File: src/verilog/arw_pkg.sv
package arw_pkg;
    localparam int DATA_W = 8;
    localparam int QUEUE_DEPTH = 3;
    localparam int STAT_W = 3;
    // Status slot positions inside a queue entry
    localparam int STAT_PAR = 0;
    localparam int STAT_FRM = 1;
    localparam int STAT_BRK = 2;
    // Parity mode field encodings
    localparam logic [1:0] PMODE_WITH = 2'h0;
    localparam logic [1:0] PMODE_FORCE = 2'h1;
    localparam logic [1:0] PMODE_NONE = 2'h2;
    localparam logic [1:0] PMODE_WAKEUP = 2'h3;
    localparam int MIN_DATA_BITS = 5;
    // Bit timing in half periods of the 16X clock
    localparam int START_HALF_TICKS = 15;
    localparam int BIT_HALF_TICKS = 32;
    localparam int HALFBIT_HALF_TICKS = 16;
    localparam int BREAK_END_EDGES = 2;
    localparam int COS_SAMPLES = 2;
    localparam logic COS_PIN_RESET = 1'b1;
    localparam logic [4:0] TICK_ZERO = 5'h00;
    localparam logic [7:0] DATA_ZERO = 8'h00;
    localparam logic [2:0] STAT_ZERO = 3'h0;
    localparam logic [1:0] PTR_ZERO = 2'h0;
    localparam logic [1:0] PTR_LAST = 2'h2;
endpackage : arw_pkg

File: src/verilog/arw_cos_detect.sv
`timescale 1ns/10ps
module arw_cos_detect (
    input wire logic clk_in, // System clock
    input wire logic rst_b_in, // Async reset, active low
    input wire logic pin_in, // Multipurpose input level
    input wire logic enable_in, // Pin used as clear-to-send or general input
    input wire logic sample_in, // 38.4kHz sampling strobe
    input wire logic clear_in, // Clear command
    output logic change_out // Sticky change-of-state bit
);
    import arw_pkg::*;
    logic smp_a_reg;
    logic level_reg;
    logic change_reg;
    wire confirmed = sample_in && enable_in && (smp_a_reg == pin_in) && (pin_in != level_reg);

    // Two successive samples at the new level are needed, so a glitch between strobes is ignored
    always_ff @(posedge clk_in or negedge rst_b_in) begin
        if (!rst_b_in) begin
            smp_a_reg <= COS_PIN_RESET;
            level_reg <= COS_PIN_RESET;
        end else if (sample_in) begin
            smp_a_reg <= pin_in;
            if (confirmed) begin
                level_reg <= pin_in;
            end
        end
    end

    // Set beats a simultaneous clear
    always_ff @(posedge clk_in or negedge rst_b_in) begin
        if (!rst_b_in) begin
            change_reg <= 1'b0;
        end else begin
            change_reg <= confirmed | (change_reg & ~clear_in);
        end
    end

    assign change_out = change_reg;
endmodule : arw_cos_detect

File: src/verilog/arw_receiver.sv
`timescale 1ns/10ps
// What this block does
// - Recheck start bit at 7.5 16X clocks
// - Sample bit centres, assemble, queue, flag available
// - Unused upper data bits stored as zero
// - Search next start right after stop
// - Low half-bit after framing error restarts
// - Error flags latched on the same clock as the available flag rises
// - Full-low character stores one zero, break
// - Break ends after two high crystal edges
// - Three-deep queue, fill top-most empty slot
// - Available and full flags, selectable interrupt
// - Holding read returns head, then pops
// - Per-entry status; character or block mode
// - Status reads never change the queue
// - Auto negate send request on a valid start bit while full
// - Disable drops partial character except in wake-up mode, keeps queue
// - Reset clears available and full flags, realigns pointers, keeps data
// - Parity mode 11 selects wake-up mode
// - Address/data flag replaces parity bit
// - Disabled wake-up queues only address characters
// - Address flag stored in parity slot
// - Confirmed input change sets status bit
// - Mode bit picks interrupt source
// - Mode bit picks character or block status
// - Control bit enables automatic send request negation
module arw_receiver (
    input wire logic CLK_SYS_IN, // 50 MHz system clock
    input wire logic RST_B_IN, // Async reset, active low
    input wire logic RXD_IN, // Serial receive line
    input wire logic RX_CLK16_IN, // 16X bit clock level
    input wire logic RX_CLK1X_IN, // 1X bit clock level
    input wire logic CLK_MODE_1X_IN, // 1 selects 1X clock mode
    input wire logic CRYSTAL_EDGE_IN, // Pulse on each crystal clock edge
    input wire logic [1:0] BITS_PER_CHAR_IN, // 0..3 = 5..8 data bits
    input wire logic [1:0] PARITY_MODE_IN, // Parity mode field
    input wire logic PARITY_TYPE_IN, // 1 odd parity / forced parity value; unused in wake-up mode
    input wire logic ERROR_MODE_BLOCK_IN, // 1 block status mode
    input wire logic RX_INT_SELECT_IN, // 1 interrupt on queue full
    input wire logic RX_RTS_CTRL_IN, // Automatic send request control
    input wire logic RX_ENABLE_IN, // Receiver enable level
    input wire logic RX_RESET_CMD_IN, // Receiver reset command pulse
    input wire logic ERROR_RESET_CMD_IN, // Reset error status command pulse
    input wire logic RTS_ASSERT_CMD_IN, // Assert send request command pulse
    input wire logic RTS_NEGATE_CMD_IN, // Negate send request command pulse
    input wire logic RX_READ_IN, // Holding queue read pulse
    input wire logic MULTI_INPUT_PIN_IN, // Multipurpose input pin
    input wire logic COS_ENABLE_IN, // Pin used as clear-to-send or general input
    input wire logic SAMPLE_38K_IN, // 38.4kHz sampling strobe
    input wire logic COS_CLEAR_CMD_IN, // Clear change-of-state command pulse
    input wire logic COS_MASK_IN, // Change-of-state interrupt mask
    output logic [arw_pkg::DATA_W-1:0] RX_DATA_OUT, // Head of holding queue
    output logic RX_CHAR_AVAILABLE_OUT, // At least one character queued
    output logic RX_QUEUE_FULL_OUT, // All three slots filled
    output logic OVERRUN_OUT, // Overrun error
    output logic PARITY_ERROR_FLAG_OUT, // Parity error or address flag
    output logic FRAMING_ERROR_FLAG_OUT, // Framing error
    output logic RX_BREAK_OUT, // Received break
    output logic RX_INT_REQ_OUT, // Receiver interrupt request
    output logic REQUEST_TO_SEND_B_OUT, // Send request, active low
    output logic COS_STATUS_OUT, // Change-of-state status bit
    output logic COS_INT_OUT // Masked change-of-state interrupt
);
    import arw_pkg::*;

    typedef enum logic [2:0] {ST_IDLE, ST_START, ST_BITS, ST_STOP, ST_HALF, ST_BREAK} arw_state_t;

    function automatic logic [4:0] half_ticks(input int n);
        half_ticks = 5'(n - 1);
    endfunction : half_ticks

    arw_state_t state_reg;
    arw_state_t state_next;
    logic rxd_prev_reg;
    logic clk16_prev_reg;
    logic clk1x_prev_reg;
    logic [4:0] tick_reg;
    logic [3:0] bit_idx_reg;
    logic [DATA_W-1:0] shift_reg;
    logic par_bit_reg;
    logic [1:0] brk_cnt_reg;
    logic [DATA_W-1:0] data_mem [QUEUE_DEPTH];
    logic [STAT_W-1:0] stat_mem [QUEUE_DEPTH];
    logic [1:0] rd_ptr_reg;
    logic [1:0] wr_ptr_reg;
    logic [1:0] count_reg;
    logic [STAT_W-1:0] block_acc_reg;
    logic overrun_reg;
    logic rts_on_reg;
    logic auto_neg_reg;
    logic [DATA_W-1:0] rx_data_reg;

    wire wake_mode = (PARITY_MODE_IN == PMODE_WAKEUP);
    wire has_par = (PARITY_MODE_IN != PMODE_NONE);
    wire [3:0] n_data = 4'(MIN_DATA_BITS) + {2'h0, BITS_PER_CHAR_IN};
    wire [3:0] n_frame = n_data + {3'h0, has_par};
    // Disabled receiver only keeps running in wake-up mode, to spot addresses
    wire rx_run = RX_ENABLE_IN || wake_mode;
    wire edge16 = RX_CLK16_IN ^ clk16_prev_reg;
    wire rise1x = RX_CLK1X_IN & ~clk1x_prev_reg;
    wire fall1x = ~RX_CLK1X_IN & clk1x_prev_reg;
    wire fall_rxd = rxd_prev_reg & ~RXD_IN;
    wire start_due = CLK_MODE_1X_IN ? rise1x
                   : (edge16 && tick_reg == half_ticks(START_HALF_TICKS));
    wire bit_due = CLK_MODE_1X_IN ? rise1x
                 : (edge16 && tick_reg == half_ticks(BIT_HALF_TICKS));
    wire half_due = CLK_MODE_1X_IN ? fall1x
                  : (edge16 && tick_reg == half_ticks(HALFBIT_HALF_TICKS));
    wire par_expect = (PARITY_MODE_IN == PMODE_WITH) ? (^shift_reg ^ PARITY_TYPE_IN)
                    : PARITY_TYPE_IN;
    wire frame_err = (state_reg == ST_STOP) && bit_due && !RXD_IN;
    wire all_zero = (shift_reg == DATA_ZERO) && !(has_par && par_bit_reg);
    wire is_break = frame_err && all_zero;
    wire char_done = (state_reg == ST_STOP) && bit_due;
    wire keep_char = RX_ENABLE_IN || !wake_mode || par_bit_reg;
    wire push = char_done && keep_char && !RX_RESET_CMD_IN;
    wire full = (count_reg == 2'(QUEUE_DEPTH));
    wire avail = (count_reg != PTR_ZERO);
    wire pop = RX_READ_IN && avail && !RX_RESET_CMD_IN;
    wire push_ok = push && (!full || pop);
    wire start_valid = (state_reg == ST_START) && start_due && !RXD_IN;
    // Parity slot holds the address/data flag in wake-up mode
    wire par_slot = wake_mode ? par_bit_reg : (has_par && par_bit_reg != par_expect);
    wire [STAT_W-1:0] new_stat = {is_break, frame_err, is_break ? 1'b0 : par_slot};
    wire [STAT_W-1:0] head_stat = avail ? stat_mem[rd_ptr_reg] : STAT_ZERO;
    wire [STAT_W-1:0] shown_stat = ERROR_MODE_BLOCK_IN ? (block_acc_reg | head_stat)
                                 : head_stat;

    function automatic logic [1:0] ptr_inc(input logic [1:0] p);
        ptr_inc = (p == PTR_LAST) ? PTR_ZERO : p + 2'h1;
    endfunction : ptr_inc

    always_comb begin
        state_next = state_reg;
        case (state_reg)
            ST_IDLE: begin
                if (fall_rxd) begin
                    state_next = ST_START;
                end
            end
            ST_START: begin
                if (start_due) begin
                    state_next = RXD_IN ? ST_IDLE : ST_BITS;
                end
            end
            ST_BITS: begin
                if (bit_due && bit_idx_reg == n_frame - 4'h1) begin
                    state_next = ST_STOP;
                end
            end
            ST_STOP: begin
                if (bit_due) begin
                    if (is_break) begin
                        state_next = ST_BREAK;
                    end else if (frame_err) begin
                        state_next = ST_HALF;
                    end else begin
                        state_next = ST_IDLE;
                    end
                end
            end
            ST_HALF: begin
                if (RXD_IN) begin
                    state_next = ST_IDLE;
                end else if (half_due) begin
                    state_next = ST_START;
                end
            end
            ST_BREAK: begin
                if (brk_cnt_reg == 2'(BREAK_END_EDGES)) begin
                    state_next = ST_IDLE;
                end
            end
            default: state_next = ST_IDLE;
        endcase
        // Disable outside wake-up mode, or reset, throws away whatever is being assembled
        if (!rx_run || RX_RESET_CMD_IN) begin
            state_next = ST_IDLE;
        end
    end

    always_ff @(posedge CLK_SYS_IN or negedge RST_B_IN) begin
        if (!RST_B_IN) begin
            state_reg <= ST_IDLE;
            rxd_prev_reg <= 1'b1;
            clk16_prev_reg <= 1'b0;
            clk1x_prev_reg <= 1'b0;
        end else begin
            state_reg <= state_next;
            rxd_prev_reg <= RXD_IN;
            clk16_prev_reg <= RX_CLK16_IN;
            clk1x_prev_reg <= RX_CLK1X_IN;
        end
    end

    // Bit timer restarts on each state change so every sample lands mid-bit
    always_ff @(posedge CLK_SYS_IN or negedge RST_B_IN) begin
        if (!RST_B_IN) begin
            tick_reg <= TICK_ZERO;
        end else if (state_next != state_reg || bit_due) begin
            tick_reg <= TICK_ZERO;
        end else if (edge16) begin
            tick_reg <= tick_reg + 5'h01;
        end
    end

    always_ff @(posedge CLK_SYS_IN or negedge RST_B_IN) begin
        if (!RST_B_IN) begin
            bit_idx_reg <= 4'h0;
            shift_reg <= DATA_ZERO;
            par_bit_reg <= 1'b0;
        end else if (state_reg != ST_BITS) begin
            bit_idx_reg <= 4'h0;
            if (state_next == ST_BITS) begin
                shift_reg <= DATA_ZERO;
                par_bit_reg <= 1'b0;
            end
        end else if (bit_due) begin
            bit_idx_reg <= bit_idx_reg + 4'h1;
            if (bit_idx_reg < n_data) begin
                shift_reg[bit_idx_reg[2:0]] <= RXD_IN;
            end else begin
                par_bit_reg <= RXD_IN;
            end
        end
    end

    always_ff @(posedge CLK_SYS_IN or negedge RST_B_IN) begin
        if (!RST_B_IN) begin
            brk_cnt_reg <= 2'h0;
        end else if (state_reg != ST_BREAK || !RXD_IN) begin
            brk_cnt_reg <= 2'h0;
        end else if (CRYSTAL_EDGE_IN) begin
            brk_cnt_reg <= brk_cnt_reg + 2'h1;
        end
    end

    // Data entries are never erased; a receiver reset moves pointers and clears the head slot status
    always_ff @(posedge CLK_SYS_IN) begin
        if (push_ok) begin
            data_mem[wr_ptr_reg] <= is_break ? DATA_ZERO : shift_reg;
            stat_mem[wr_ptr_reg] <= new_stat;
        end else if (RX_RESET_CMD_IN) begin
            stat_mem[rd_ptr_reg] <= STAT_ZERO;
        end
    end

    always_ff @(posedge CLK_SYS_IN or negedge RST_B_IN) begin
        if (!RST_B_IN) begin
            rd_ptr_reg <= PTR_ZERO;
            wr_ptr_reg <= PTR_ZERO;
            count_reg <= PTR_ZERO;
        end else if (RX_RESET_CMD_IN) begin
            wr_ptr_reg <= rd_ptr_reg;
            count_reg <= PTR_ZERO;
        end else begin
            if (pop) begin
                rd_ptr_reg <= ptr_inc(rd_ptr_reg);
            end
            if (push_ok) begin
                wr_ptr_reg <= ptr_inc(wr_ptr_reg);
            end
            count_reg <= count_reg + 2'(push_ok) - 2'(pop);
        end
    end

    // Error sets win over a simultaneous reset-error command
    always_ff @(posedge CLK_SYS_IN or negedge RST_B_IN) begin
        if (!RST_B_IN) begin
            block_acc_reg <= STAT_ZERO;
            overrun_reg <= 1'b0;
        end else begin
            block_acc_reg <= (ERROR_RESET_CMD_IN ? STAT_ZERO : block_acc_reg) | head_stat;
            overrun_reg <= (push && full && !pop) | (overrun_reg & ~ERROR_RESET_CMD_IN);
        end
    end

    always_ff @(posedge CLK_SYS_IN or negedge RST_B_IN) begin
        if (!RST_B_IN) begin
            rts_on_reg <= 1'b0;
            auto_neg_reg <= 1'b0;
        end else if (RTS_ASSERT_CMD_IN || RTS_NEGATE_CMD_IN) begin
            rts_on_reg <= RTS_ASSERT_CMD_IN;
            auto_neg_reg <= 1'b0;
        end else if (RX_RTS_CTRL_IN && start_valid && full && rts_on_reg) begin
            rts_on_reg <= 1'b0;
            auto_neg_reg <= 1'b1;
        end else if (auto_neg_reg && !full) begin
            rts_on_reg <= 1'b1;
            auto_neg_reg <= 1'b0;
        end
    end

    // Head copy lags the queue by one clock; hosts read it a cycle after a change
    always_ff @(posedge CLK_SYS_IN or negedge RST_B_IN) begin
        if (!RST_B_IN) begin
            rx_data_reg <= DATA_ZERO;
        end else begin
            rx_data_reg <= data_mem[rd_ptr_reg];
        end
    end

    arw_cos_detect u_cos (
        .clk_in(CLK_SYS_IN),
        .rst_b_in(RST_B_IN),
        .pin_in(MULTI_INPUT_PIN_IN),
        .enable_in(COS_ENABLE_IN),
        .sample_in(SAMPLE_38K_IN),
        .clear_in(COS_CLEAR_CMD_IN),
        .change_out(COS_STATUS_OUT)
    );

    assign RX_DATA_OUT = rx_data_reg;
    assign RX_CHAR_AVAILABLE_OUT = avail;
    assign RX_QUEUE_FULL_OUT = full;
    assign OVERRUN_OUT = overrun_reg;
    assign PARITY_ERROR_FLAG_OUT = shown_stat[STAT_PAR];
    assign FRAMING_ERROR_FLAG_OUT = shown_stat[STAT_FRM];
    assign RX_BREAK_OUT = shown_stat[STAT_BRK];
    assign RX_INT_REQ_OUT = RX_INT_SELECT_IN ? full : avail;
    assign REQUEST_TO_SEND_B_OUT = ~rts_on_reg;
    assign COS_INT_OUT = COS_STATUS_OUT & COS_MASK_IN;
endmodule : arw_receiver

File: config.mk
export PLATFORM = sky130hd
export DESIGN_NAME = arw_receiver
export DESIGN_NICKNAME = d
export VERILOG_FILES = /design/src/verilog/arw_pkg.sv /design/src/verilog/arw_cos_detect.sv /design/src/verilog/arw_receiver.sv
export SDC_FILE = /design/constraint.sdc
export NUM_CORES = 1
export LEC_CHECK = 0
export ABC_AREA = 1
export BUFFER_PORTS_ARGS = -buffer_cell sky130_fd_sc_hd__buf_2
export CORE_ASPECT_RATIO = 0.7
export CORE_MARGIN = 3
export CORE_UTILIZATION = 55
export CTS_BUF_LIST = sky130_fd_sc_hd__clkbuf_8 sky130_fd_sc_hd__clkbuf_16
export CTS_CLUSTER_SIZE = 10
export DETAILED_ROUTE_END_ITERATION = 10
export GPL_ROUTABILITY_DRIVEN = 0
export GPL_TIMING_DRIVEN = 1
export PLACE_DENSITY = 0.75
export SKIP_CTS_REPAIR_TIMING = 1
export SYNTH_ARGS = -nofsm -noshare
export SYNTH_HDL_FRONTEND = slang
export SYNTH_SLANG_ARGS = --single-unit
File: constraint.sdc
create_clock -name CLK_SYS_IN -period 3.14 [get_ports CLK_SYS_IN]
set_input_delay 0 -clock CLK_SYS_IN [delete_from_list [all_inputs] [get_ports CLK_SYS_IN]]
set_output_delay 0 -clock CLK_SYS_IN [all_outputs]
set_load 0.01 [all_outputs]
==> impl_metrics.env, run 1 <==
export IMPL_synthArstFlopShare=0.5976
export IMPL_maxCapViolCount=0
export IMPL_cts_root_buffer="clkbuf_16"
export IMPL_setup_tns_ps=0
export IMPL_num_vias=3539
export IMPL_ir_drop_uv=360.7
export IMPL_min_period_over_period=0.8387
export IMPL_wl_met1_um=4241
export IMPL_grt_pass1_wl_um=15300
export IMPL_hold_class="input pin to register"
export IMPL_fin_nets=623
export IMPL_cp_max_fo=9
export IMPL_cts_sinks=82
export IMPL_leakage_nw=2.566
export IMPL_max_freq_ghz=0.3797
export IMPL_crit_required_ps=3360
export IMPL_top_layer_used="met4"
export IMPL_hold_viol=0
export IMPL_synth_area_mm2=0.004352
export IMPL_syn_num_nets=558
export IMPL_gr_total_overflow=0
export IMPL_worst_clock_skew_ps=6.513
export IMPL_r2r_start="tick_reg[1]$_DFFE_PN0P_"
export IMPL_yosysTopAreaCell="dfrtp_1"
export IMPL_antenna_found_initial=0
export IMPL_critical_path_endpoint_type="register"
export IMPL_worstMarginPinSlew_ps=858.3
export IMPL_drt_first_pass_iters=4
export IMPL_cts_buffer_depth=2
export IMPL_wl_met2_um=4334
export IMPL_grt_max_degree=38
export IMPL_drc=0
export IMPL_fp_dieW_um=112.3
export IMPL_place_hpwl_um=6692
export IMPL_start_util=0.5816
export IMPL_ys_ff_latch=82
export IMPL_finalCriticalPeriod_ps=2634
export IMPL_rrSetupSlack_ps=510
export IMPL_syn_inst=514
export IMPL_rows=26
export IMPL_clk_latency_ps=340
export IMPL_largest_register_ffs=24
export IMPL_vias_per_cell=5.189
export IMPL_drt_iter0_markers=217
export IMPL_drv_slew=0
export IMPL_routed_wl_um=9227
export IMPL_crit_type="register to register"
export IMPL_crit_start="tick_reg[1]$_DFFE_PN0P_"
export IMPL_status="finished clean"
export IMPL_largest_register="data_mem"
export IMPL_yosysTopAreaCellShare=0.2645
export IMPL_reg2reg_depth=15
export IMPL_largestRegisters="data_mem x24, stat_mem x9"
export IMPL_syn_to_final_growth_pct=17.65
export IMPL_core_area_mm2=0.007482
export IMPL_cts_buffers=9
export IMPL_netlist_top_cells_count="nand2_1, inv_1, nand3_1"
export IMPL_die_area_mm2=0.009032
export IMPL_met3_length_um=501
export IMPL_synth_area_per_cell_um2=8.466
export IMPL_setup_violations_final=0
export IMPL_synth_most_common_cell="nand2_1"
export IMPL_hold_slack_ps=15.93
export IMPL_design_power_total_mw=2.377
export IMPL_crit_path_end="count_reg[1]$_DFF_PN0_"
export IMPL_rsz0062_at_grt="no"
export IMPL_wire_per_inst_um=13.53
export IMPL_slew_headroom=0.4278
export IMPL_num_io_pins=44
export IMPL_numPortBuffers=43
export IMPL_grt_pass1_vias=3253
export IMPL_r2r_end="count_reg[1]$_DFF_PN0_"
export IMPL_critPathArrivalTime_ps=2860
export IMPL_final_util=0.6843
export IMPL_ys_seq_area_frac=0.5104
export IMPL_yosys_top_cells_area="dfrtp_1, edfxtp_1, nand2_1, inv_1, nand3_1"
export IMPL_antennaDiodeCount=0
export IMPL_synth_cell_types=38
export IMPL_track_usage=0.2149
export IMPL_cts_clk_slew_worst_paths_ps=70
export IMPL_start_kind="register"
export IMPL_h_tree_depth=3
export IMPL_cts_tree="built"
export IMPL_fp_dieH_um=80.42
export IMPL_ant_nets=0
export IMPL_yosys_warnings=0
export IMPL_synthFlopType="dfrtp_1"
export IMPL_powerDensity_mw_per_mm2=464.4
export IMPL_layout_drive_gt1_share=0.1866
export IMPL_synth_edff_count=33
## power by group
part	switching (mW)	total, mW	internal [mW]	leakage (nW)
Sequential	0.0234	1.17	1.14	1.02
Combinational	0.115	0.188	0.0726	1.41
Clock	0.467	1.02	0.558	0.138
## through the flow
step / std cells / cell area (um2) / setup WS, ps
after global placement: 652 / 4688 / 582.7
final: 682 / 5120 / 506.5
after global routing: 682 / 5120 / 187.0
after CTS: 668 / 4980 / 498.1
after floorplan: 514 / 4352 / 603.0
after detailed placement: 652 / 4688 / 514.8
## layer usage
metal  GRT usage  vias to the layer above
li1            -                     1789
met1      0.2969                     1646
met2      0.3436                       89
met3     0.04142                       15
met4     0.07203                        0
met5           0                        -
## worst min-delay path by stage
| stage | to | start | slack (ps) | cells after the start |
|---|---|---|---|---|
| finish | u_cos.level_reg$_DFFE_PN1P_ | COS_ENABLE_IN | 20 | 5 |
| global route | u_cos.level_reg$_DFFE_PN1P_ | COS_ENABLE_IN | 80 | 5 |
| CTS | clk1x_prev_reg$_DFF_PN0_ | RX_CLK1X_IN | -210 | 1 |
| detailed placement | clk1x_prev_reg$_DFF_PN0_ | RX_CLK1X_IN | 140 | 1 |
| global placement | clk1x_prev_reg$_DFF_PN0_ | RX_CLK1X_IN | 140 | 1 |
| floorplan | OVERRUN_OUT$_DFF_PN0_ | RST_B_IN | -300 | 0 |
## cells by family (layout without fill, tap and decap cells)
family | Yosys count | count (layout) | synth area share
AOI/OAI and AO/OA | 39 | 39 | 0.05981
xor gates and xnor gates | 9 | 9 | 0.01811
adders and majority gates | 18 | 18 | 0.05175
buffers and inverters | 86 | 156 | 0.07475
DFF | 82 | 82 | 0.5104
and+or+nand+nor | 280 | 280 | 0.2852
## placed cells by master, fill, tap and decap left out, types with 6 or more instances in the layout
master	Yosys	routed
nor2_1	41	41
nand4_1	7	7
a21oi_1	6	6
ha_1	18	18
xor2_1	6	6
o21ai_0	17	17
nand2_2	9	9
buf_2	1	43
nor2_2	6	6
nand3_1	47	47
inv_2	12	12
edfxtp_1	33	33
clkbuf_16	0	9
nand2_1	147	147
or2_2	7	7
inv_1	66	66
nor3_1	10	10
dlygate4sd3_1	0	14
dfrtp_1	46	46
## critical path, cell delays in order, from the launching register on
cell and delay (ps):
dfrtp_1 390, ha_1 180, inv_1 40, nor2_1 140
ha_1 180, nand3_2 110, a21boi_4 220, o311ai_2 180
nor2_1 150, nand2_2 130, xor2_1 170, ha_1 190
xor2_1 200, nand3_1 100, nand2_1 90, nor2_1 50
## cell type report
| type | instances | area (um2) |
|---|---|---|
| Timing Repair Buffer | 60 | 377.9 |
| Tap cell | 98 | 122.6 |
| Fill cell | 609 | 2362 |
| Sequential cell | 82 | 2221 |
| Clock buffer | 9 | 225.2 |
| Multi-Input combinational cell | 346 | 1805 |
| Inverter | 80 | 301.5 |
| Clock inverter | 7 | 66.31 |
No activity file was read; power rests on OpenSTA's default activity.
==> run 2, diff against run 1 <==
- ABC_AREA: 1 -> 0
- clock period: 3.14 -> 2.55 ns (I/O delays scaled with it)
==> run 2 against run 1 <==
  * The run now ends with negative hold slack, negative setup slack left
  * Synthesized area fell by 2.9%
  * Clock power grew 8%
  * Highest routed layer unchanged
  * Critical endpoint is now data_mem[0][4]$_DFFE_PP_
  * Final cell count down 16%
  * Worst setup slack lost 580 ps
  * Register-to-register slack got worse by 580 ps
==> impl_metrics.env, run 2 <==
export IMPL_core_area_mm2=0.007385
export IMPL_grt_pass1_wl_um=14900
export IMPL_wire_per_inst_um=15.93
export IMPL_worstMarginPinSlew_ps=868.2
export IMPL_yosys_warnings=0
export IMPL_synth_most_common_cell="dfrtp_1"
export IMPL_layout_drive_gt1_share=0.2348
export IMPL_hold_viol=1
export IMPL_cp_max_fo=8
export IMPL_min_period_over_period=1.028
export IMPL_worst_path_buf_inv=1
export IMPL_final_cell_mix="dfrtp_1, buf_2, nand2_1, nor2_1, edfxtp_1"
export IMPL_maxCapViolCount=0
export IMPL_drt_iter0_markers=242
export IMPL_antenna_found_initial=0
export IMPL_dp_cells=543
export IMPL_drv_slew=0
export IMPL_largestRegisters="data_mem x24, stat_mem x9"
export IMPL_clk_latency_ps=370
export IMPL_syn_to_final_growth_pct=20.99
export IMPL_die_area_mm2=0.008787
export IMPL_synth_top_family_by_area="simple AND/OR/NAND/NOR gates"
export IMPL_design_power_total_mw=2.830
export IMPL_ys_seq_area_frac=0.5256
export IMPL_finalNonFillerCells=575
export IMPL_synth_cell_types=58
export IMPL_placed_area_mm2=0.004648
export IMPL_final_util=0.6923
export IMPL_r2r_start="tick_reg[0]$_DFFE_PN0P_"
export IMPL_numPortBuffers=43
export IMPL_violations="negative hold slack, negative setup slack"
export IMPL_antennaDiodeCount=0
export IMPL_ys_ff_latch=82
export IMPL_min_to="auto_neg_reg$_DFFE_PN0P_"
export IMPL_critPathMaxStageDelay_ps=430
export IMPL_grt_max_degree=37
export IMPL_num_io_pins=44
export IMPL_hold_class="input pin to register"
export IMPL_cts_clk_slew_worst_paths_ps=90
export IMPL_yosysTopAreaCellShare=0.2724
export IMPL_rrSetupSlack_ps=-70
export IMPL_slowest_stage="or3_4"
export IMPL_synthMuxAreaShare=0.04116
export IMPL_synthAdderAreaFrac=0.05804
export IMPL_rows=26
export IMPL_crit_type="register to register"
export IMPL_start_util=0.5722
export IMPL_critPathArrivalTime_ps=2690
export IMPL_status="finished with violations"
export IMPL_synth_compound_area_share=0.1371
export IMPL_setup_ws_ps=-72.09
export IMPL_place_hpwl_um=6368
export IMPL_yosys_top_cells_area="dfrtp_1, edfxtp_1, ha_1, nand2_1, mux2i_1"
export IMPL_cts_sinks=82
export IMPL_track_usage=0.2151
export IMPL_setup_tns_ps=-554.0
export IMPL_hold_slack_ps=-10.87
export IMPL_cts_tree="built"
export IMPL_whs_path_depth=3
export IMPL_fp_dieH_um=79.33
export IMPL_crit_top_cell="or3_4"
export IMPL_syn_inst=399
export IMPL_ir_drop_uv=382.3
export IMPL_max_freq_ghz=0.3814
export IMPL_synth_xor_area_share=0.03968
export IMPL_start_kind="register"
export IMPL_final_common_cell="dfrtp_1"
export IMPL_cts_buffers=9
export IMPL_num_vias=3252
export IMPL_finalCriticalPeriod_ps=2622
export IMPL_crit_required_ps=2620
export IMPL_worst_clock_skew_ps=7.810
export IMPL_synthFlopType="dfrtp_1"
export IMPL_syn_num_nets=443
export IMPL_vias_per_cell=5.656
export IMPL_cp_cell_sequence="ha_2 > and3_4 > ha_4 > nand2b_4 > o21ai_4 > o311ai_4 > or3_4 > or3_4 > clkinvlp_4"
export IMPL_hp_start="RX_RTS_CTRL_IN"
export IMPL_grt_pass1_vias=3079
export IMPL_cts_root_buffer="clkbuf_8"
export IMPL_powerDensity_mw_per_mm2=553.5
export IMPL_largest_register="data_mem"
export IMPL_synthSimpleGateAreaFrac=0.1599
export IMPL_yosysTopAreaCell="dfrtp_1"
export IMPL_drc=0
export IMPL_ant_nets=0
export IMPL_h_tree_depth=3
export IMPL_fin_nets=516
export IMPL_routed_wl_um=9162
export IMPL_reg2reg_depth=9
export IMPL_r2r_end="data_mem[0][4]$_DFFE_PP_"
export IMPL_rsz0062_at_grt="yes"
export IMPL_synthArstFlopShare=0.5976
export IMPL_leakage_nw=2.187
export IMPL_cts_buffer_depth=2
export IMPL_cp_top_family="simple AND/OR/NAND/NOR gates"
export IMPL_setup_violations_final=11
export IMPL_synth_area_mm2=0.004225
export IMPL_slew_headroom=0.4212
export IMPL_drt_first_pass_iters=4
export IMPL_gr_total_overflow=0
export IMPL_synth_area_per_cell_um2=10.59
export IMPL_critical_path_endpoint_type="register"
export IMPL_final_area_mm2=0.005112
export IMPL_largest_register_ffs=24
export IMPL_fp_dieW_um=110.8
export IMPL_netlist_top_cells_count="dfrtp_1, nand2_1, edfxtp_1, nor2_1, inv_1"
export IMPL_synth_edff_count=33
-- run 2: cell types whose count changed after synthesis, moves of 9 or more --
cell	previous run	this run
inv_1	66	28
inv_2	12	0
mux2i_1	0	14
nand2_1	147	39
nand2_2	9	0
nand3_1	47	4
-- run 2: metrics by stage --
| stage | hold WS, ps | worst slack [ps] |
|---|---|---|
| 6_report | -10.87 | -72.09 |
| 2_1_floorplan | -295.6 | 3.077 |
| 3_3_place_gp | 137.2 | 46.24 |
| 5_1_grt | 18.00 | -156.2 |
| 4_1_cts | -253.3 | -98.27 |
| 3_5_place_dp | 141.2 | -80.26 |
-- run 2: tightest hold or removal path, stage by stage --
cell and delay [ps]:
buf_2 110, a31oi_1 160, nor4_1 60
-- run 2: metal layers --
layer	share of wire	vias up	track usage
met4	0.0084	0	0.06888
met2	0.50	84	0.3444
met3	0.047	8	0.05864
li1	-	1563	-
met5	0	-	0
met1	0.45	1597	0.2882
-- run 2: kinds of logic after synthesis --
kind of cell	count (synthesis)
fa+ha+maj	20
mux	17
buf+inv	43
compound gates	87
flops	82
xor+xnor	17
simple gates	133
-- run 2: where the power goes --
group	total (mW)	internal (mW)	leakage, nW	switching (mW)
sequential	1.44	1.41	0.968	0.0271
combinational	0.298	0.134	1.10	0.164
clock	1.10	0.570	0.117	0.525
-- run 2: worst max path at each step --
stage	startpoint	to	slack, ps	cells past startpoint
detailed placement	tick_reg[0]$_DFFE_PN0P_	data_mem[0][1]$_DFFE_PP_	-80	9
global placement	tick_reg[0]$_DFFE_PN0P_	data_mem[0][0]$_DFFE_PP_	50	9
CTS	tick_reg[0]$_DFFE_PN0P_	data_mem[0][7]$_DFFE_PP_	-100	9
global route	tick_reg[0]$_DFFE_PN0P_	data_mem[0][4]$_DFFE_PP_	-160	9
finish	tick_reg[0]$_DFFE_PN0P_	data_mem[0][4]$_DFFE_PP_	-70	9
floorplan	tick_reg[1]$_DFFE_PN0P_	stat_mem[2][0]$_DFFE_PP_	3	9
-- run 2: cell type report --
type / instances / area, um2
clock buffer: 9 / 123.9
tap: 98 / 122.6
fill: 553 / 2272
sequential: 82 / 2221
multi-input combinational: 274 / 1924
inverter: 29 / 112.6
clock inverter: 7 / 106.4
timing repair buffer: 76 / 501.7
==> run 3, diff against run 2 <==
- clock period: 2.55 -> 3.3 ns (I/O delays scaled with it)
==> run 3 against run 2 <==
  * The flow now finishes without violations
  * Worst setup slack improved by 610 ps
  * Worst hold slack improved by 19 ps
  * Critical path depth fell by 3
  * Via count fell by 5.5%
  * Fmax fell by 5.2%
  * Flip-flop and latch count did not move
  * First-iteration DRC count fell by 28%
  * Final cell count fell by 2.6%
==> impl_metrics.env, run 3 (synthesized netlist as in run 2, its figures left out) <==
export IMPL_h_tree_depth=3
export IMPL_grt_max_degree=50
export IMPL_setup_violations_final=0
export IMPL_dp_cells=530
export IMPL_cts_sinks=82
export IMPL_placed_area_mm2=0.004539
export IMPL_finalCriticalPeriod_ps=2766
export IMPL_status="finished clean"
export IMPL_cts_tree="built"
export IMPL_gr_total_overflow=0
export IMPL_worst_clock_skew_ps=11.07
export IMPL_die_area_mm2=0.008787
export IMPL_rsz0062_at_grt="no"
export IMPL_start_util=0.5722
export IMPL_slew_headroom=0.5088
export IMPL_num_vias=3074
export IMPL_final_common_cell="dfrtp_1"
export IMPL_ir_drop_uv=305.3
export IMPL_critical_path_endpoint_type="register"
export IMPL_grt_pass1_vias=3009
export IMPL_cts_buffer_depth=2
export IMPL_track_usage=0.2057
export IMPL_finalNonFillerCells=560
export IMPL_cp_max_fo=14
export IMPL_crit_type="register to register"
export IMPL_seq_area_mm2=0.002221
export IMPL_largestRegisters="data_mem x24, stat_mem x9"
export IMPL_fp_dieW_um=110.8
export IMPL_cts_root_buffer="clkbuf_8"
export IMPL_leakage_nw=2.104
export IMPL_hold_class="input pin to register"
export IMPL_antenna_found_initial=0
export IMPL_crit_start="state_reg[2]$_DFF_PN0_"
export IMPL_cts_buffers=9
export IMPL_routed_wl_um=8376
export IMPL_start_kind="register"
export IMPL_setup_tns_ps=0
export IMPL_ant_nets=0
export IMPL_hold_viol=0
export IMPL_largest_register="data_mem"
export IMPL_design_power_total_mw=2.034
export IMPL_powerDensity_mw_per_mm2=417.3
export IMPL_worstMarginPinSlew_ps=736.8
export IMPL_drt_first_pass_iters=4
export IMPL_final_cell_mix="dfrtp_1, buf_2, nand2_1, nor2_1, edfxtp_1"
export IMPL_drt_iter0_markers=174
export IMPL_grt_pass1_wl_um=14500
export IMPL_fp_dieH_um=79.33
export IMPL_r2r_start="state_reg[2]$_DFF_PN0_"
export IMPL_final_area_mm2=0.004875
export IMPL_multi_input_area_mm2=0.001842
export IMPL_fin_nets=501
export IMPL_num_io_pins=44
export IMPL_max_freq_ghz=0.3616
export IMPL_antennaDiodeCount=0
export IMPL_cts_clk_slew_worst_paths_ps=80
export IMPL_numPortBuffers=43
export IMPL_crit_required_ps=3590
export IMPL_crit_path_end="auto_neg_reg$_DFFE_PN0P_"
export IMPL_place_hpwl_um=6026
export IMPL_reg2reg_depth=6
export IMPL_wire_per_inst_um=14.96
export IMPL_rows=26
export IMPL_clk_latency_ps=360
export IMPL_rrSetupSlack_ps=530
export IMPL_critPathArrivalTime_ps=3060
export IMPL_syn_to_final_growth_pct=15.37
export IMPL_drv_slew=0
export IMPL_maxCapViolCount=0
export IMPL_r2r_end="auto_neg_reg$_DFFE_PN0P_"
export IMPL_drc=0
export IMPL_vias_per_cell=5.489
export IMPL_min_period_over_period=0.8381
export IMPL_core_area_mm2=0.007385
export IMPL_largest_register_ffs=24
export IMPL_hp_start="COS_ENABLE_IN"
export IMPL_n_fill_cell=583
export IMPL_layout_drive_gt1_share=0.1818
## run 3: cell count changes in the layout (fill, tap and decap cells not counted), moves of 2 or more
cell and delta:
buf_4 -14, or3_4 -2, inv_6 -2, or3_1 +2
ha_1 +2, inv_1 +3
## run 3: critical path: stages (launching register included)
cell	delay, ps
dfrtp_1	530
or4b_1	570
or4_4	560
nand2_1	170
a31oi_1	100
nor4_1	180
dlygate4sd3_1	590
## run 3: per-layer routing
layer	global-route usage	vias up	wire [um]
met4	0.05658	0	99
li1	-	1537	-
met1	0.2774	1468	4161
met3	0.05712	10	378
met5	0	-	0
met2	0.3305	59	3736
## run 3: worst min-delay path by stage
| stage | endpoint | slack (ps) | cells past startpoint |
|---|---|---|---|
| 2_1_floorplan | OVERRUN_OUT$_DFF_PN0_ | -300 | 0 |
| 3_3_place_gp | clk1x_prev_reg$_DFF_PN0_ | 140 | 1 |
| 3_5_place_dp | clk1x_prev_reg$_DFF_PN0_ | 140 | 1 |
| 4_1_cts | u_cos.change_out$_DFF_PN0_ | -250 | 2 |
| 5_1_grt | u_cos.level_reg$_DFFE_PN1P_ | 40 | 4 |
| 6_report | u_cos.level_reg$_DFFE_PN1P_ | 8 | 4 |
## run 3: cell type report
type,instances,share of cell area
flip-flops and latches,82,0.4556
inverters,29,0.02233
clock buffers,9,0.02541
well taps,98,0.02515
clock inverters,7,0.01463
multi-input cells,274,0.3778
repair buffers,61,0.07906
## run 3: per-stage QoR
step	worst slack [ps]	hold slack, ps	utilization
after floorplan	373.2	-295.6	-
after global placement	706.1	136.3	0.6147
after detailed placement	630.6	137.9	0.6147
after CTS	625.6	-248.0	0.6411
after global routing	316.4	40.59	0.6601
final	534.2	8.188	0.6601
## run 3: where the power goes
part           internal (mW)  switching (mW)  leakage [nW]  total [mW]
Clock                  0.349           0.367         0.102       0.717
Combinational         0.0926           0.114          1.03       0.206
Sequential              1.09          0.0220         0.968        1.11
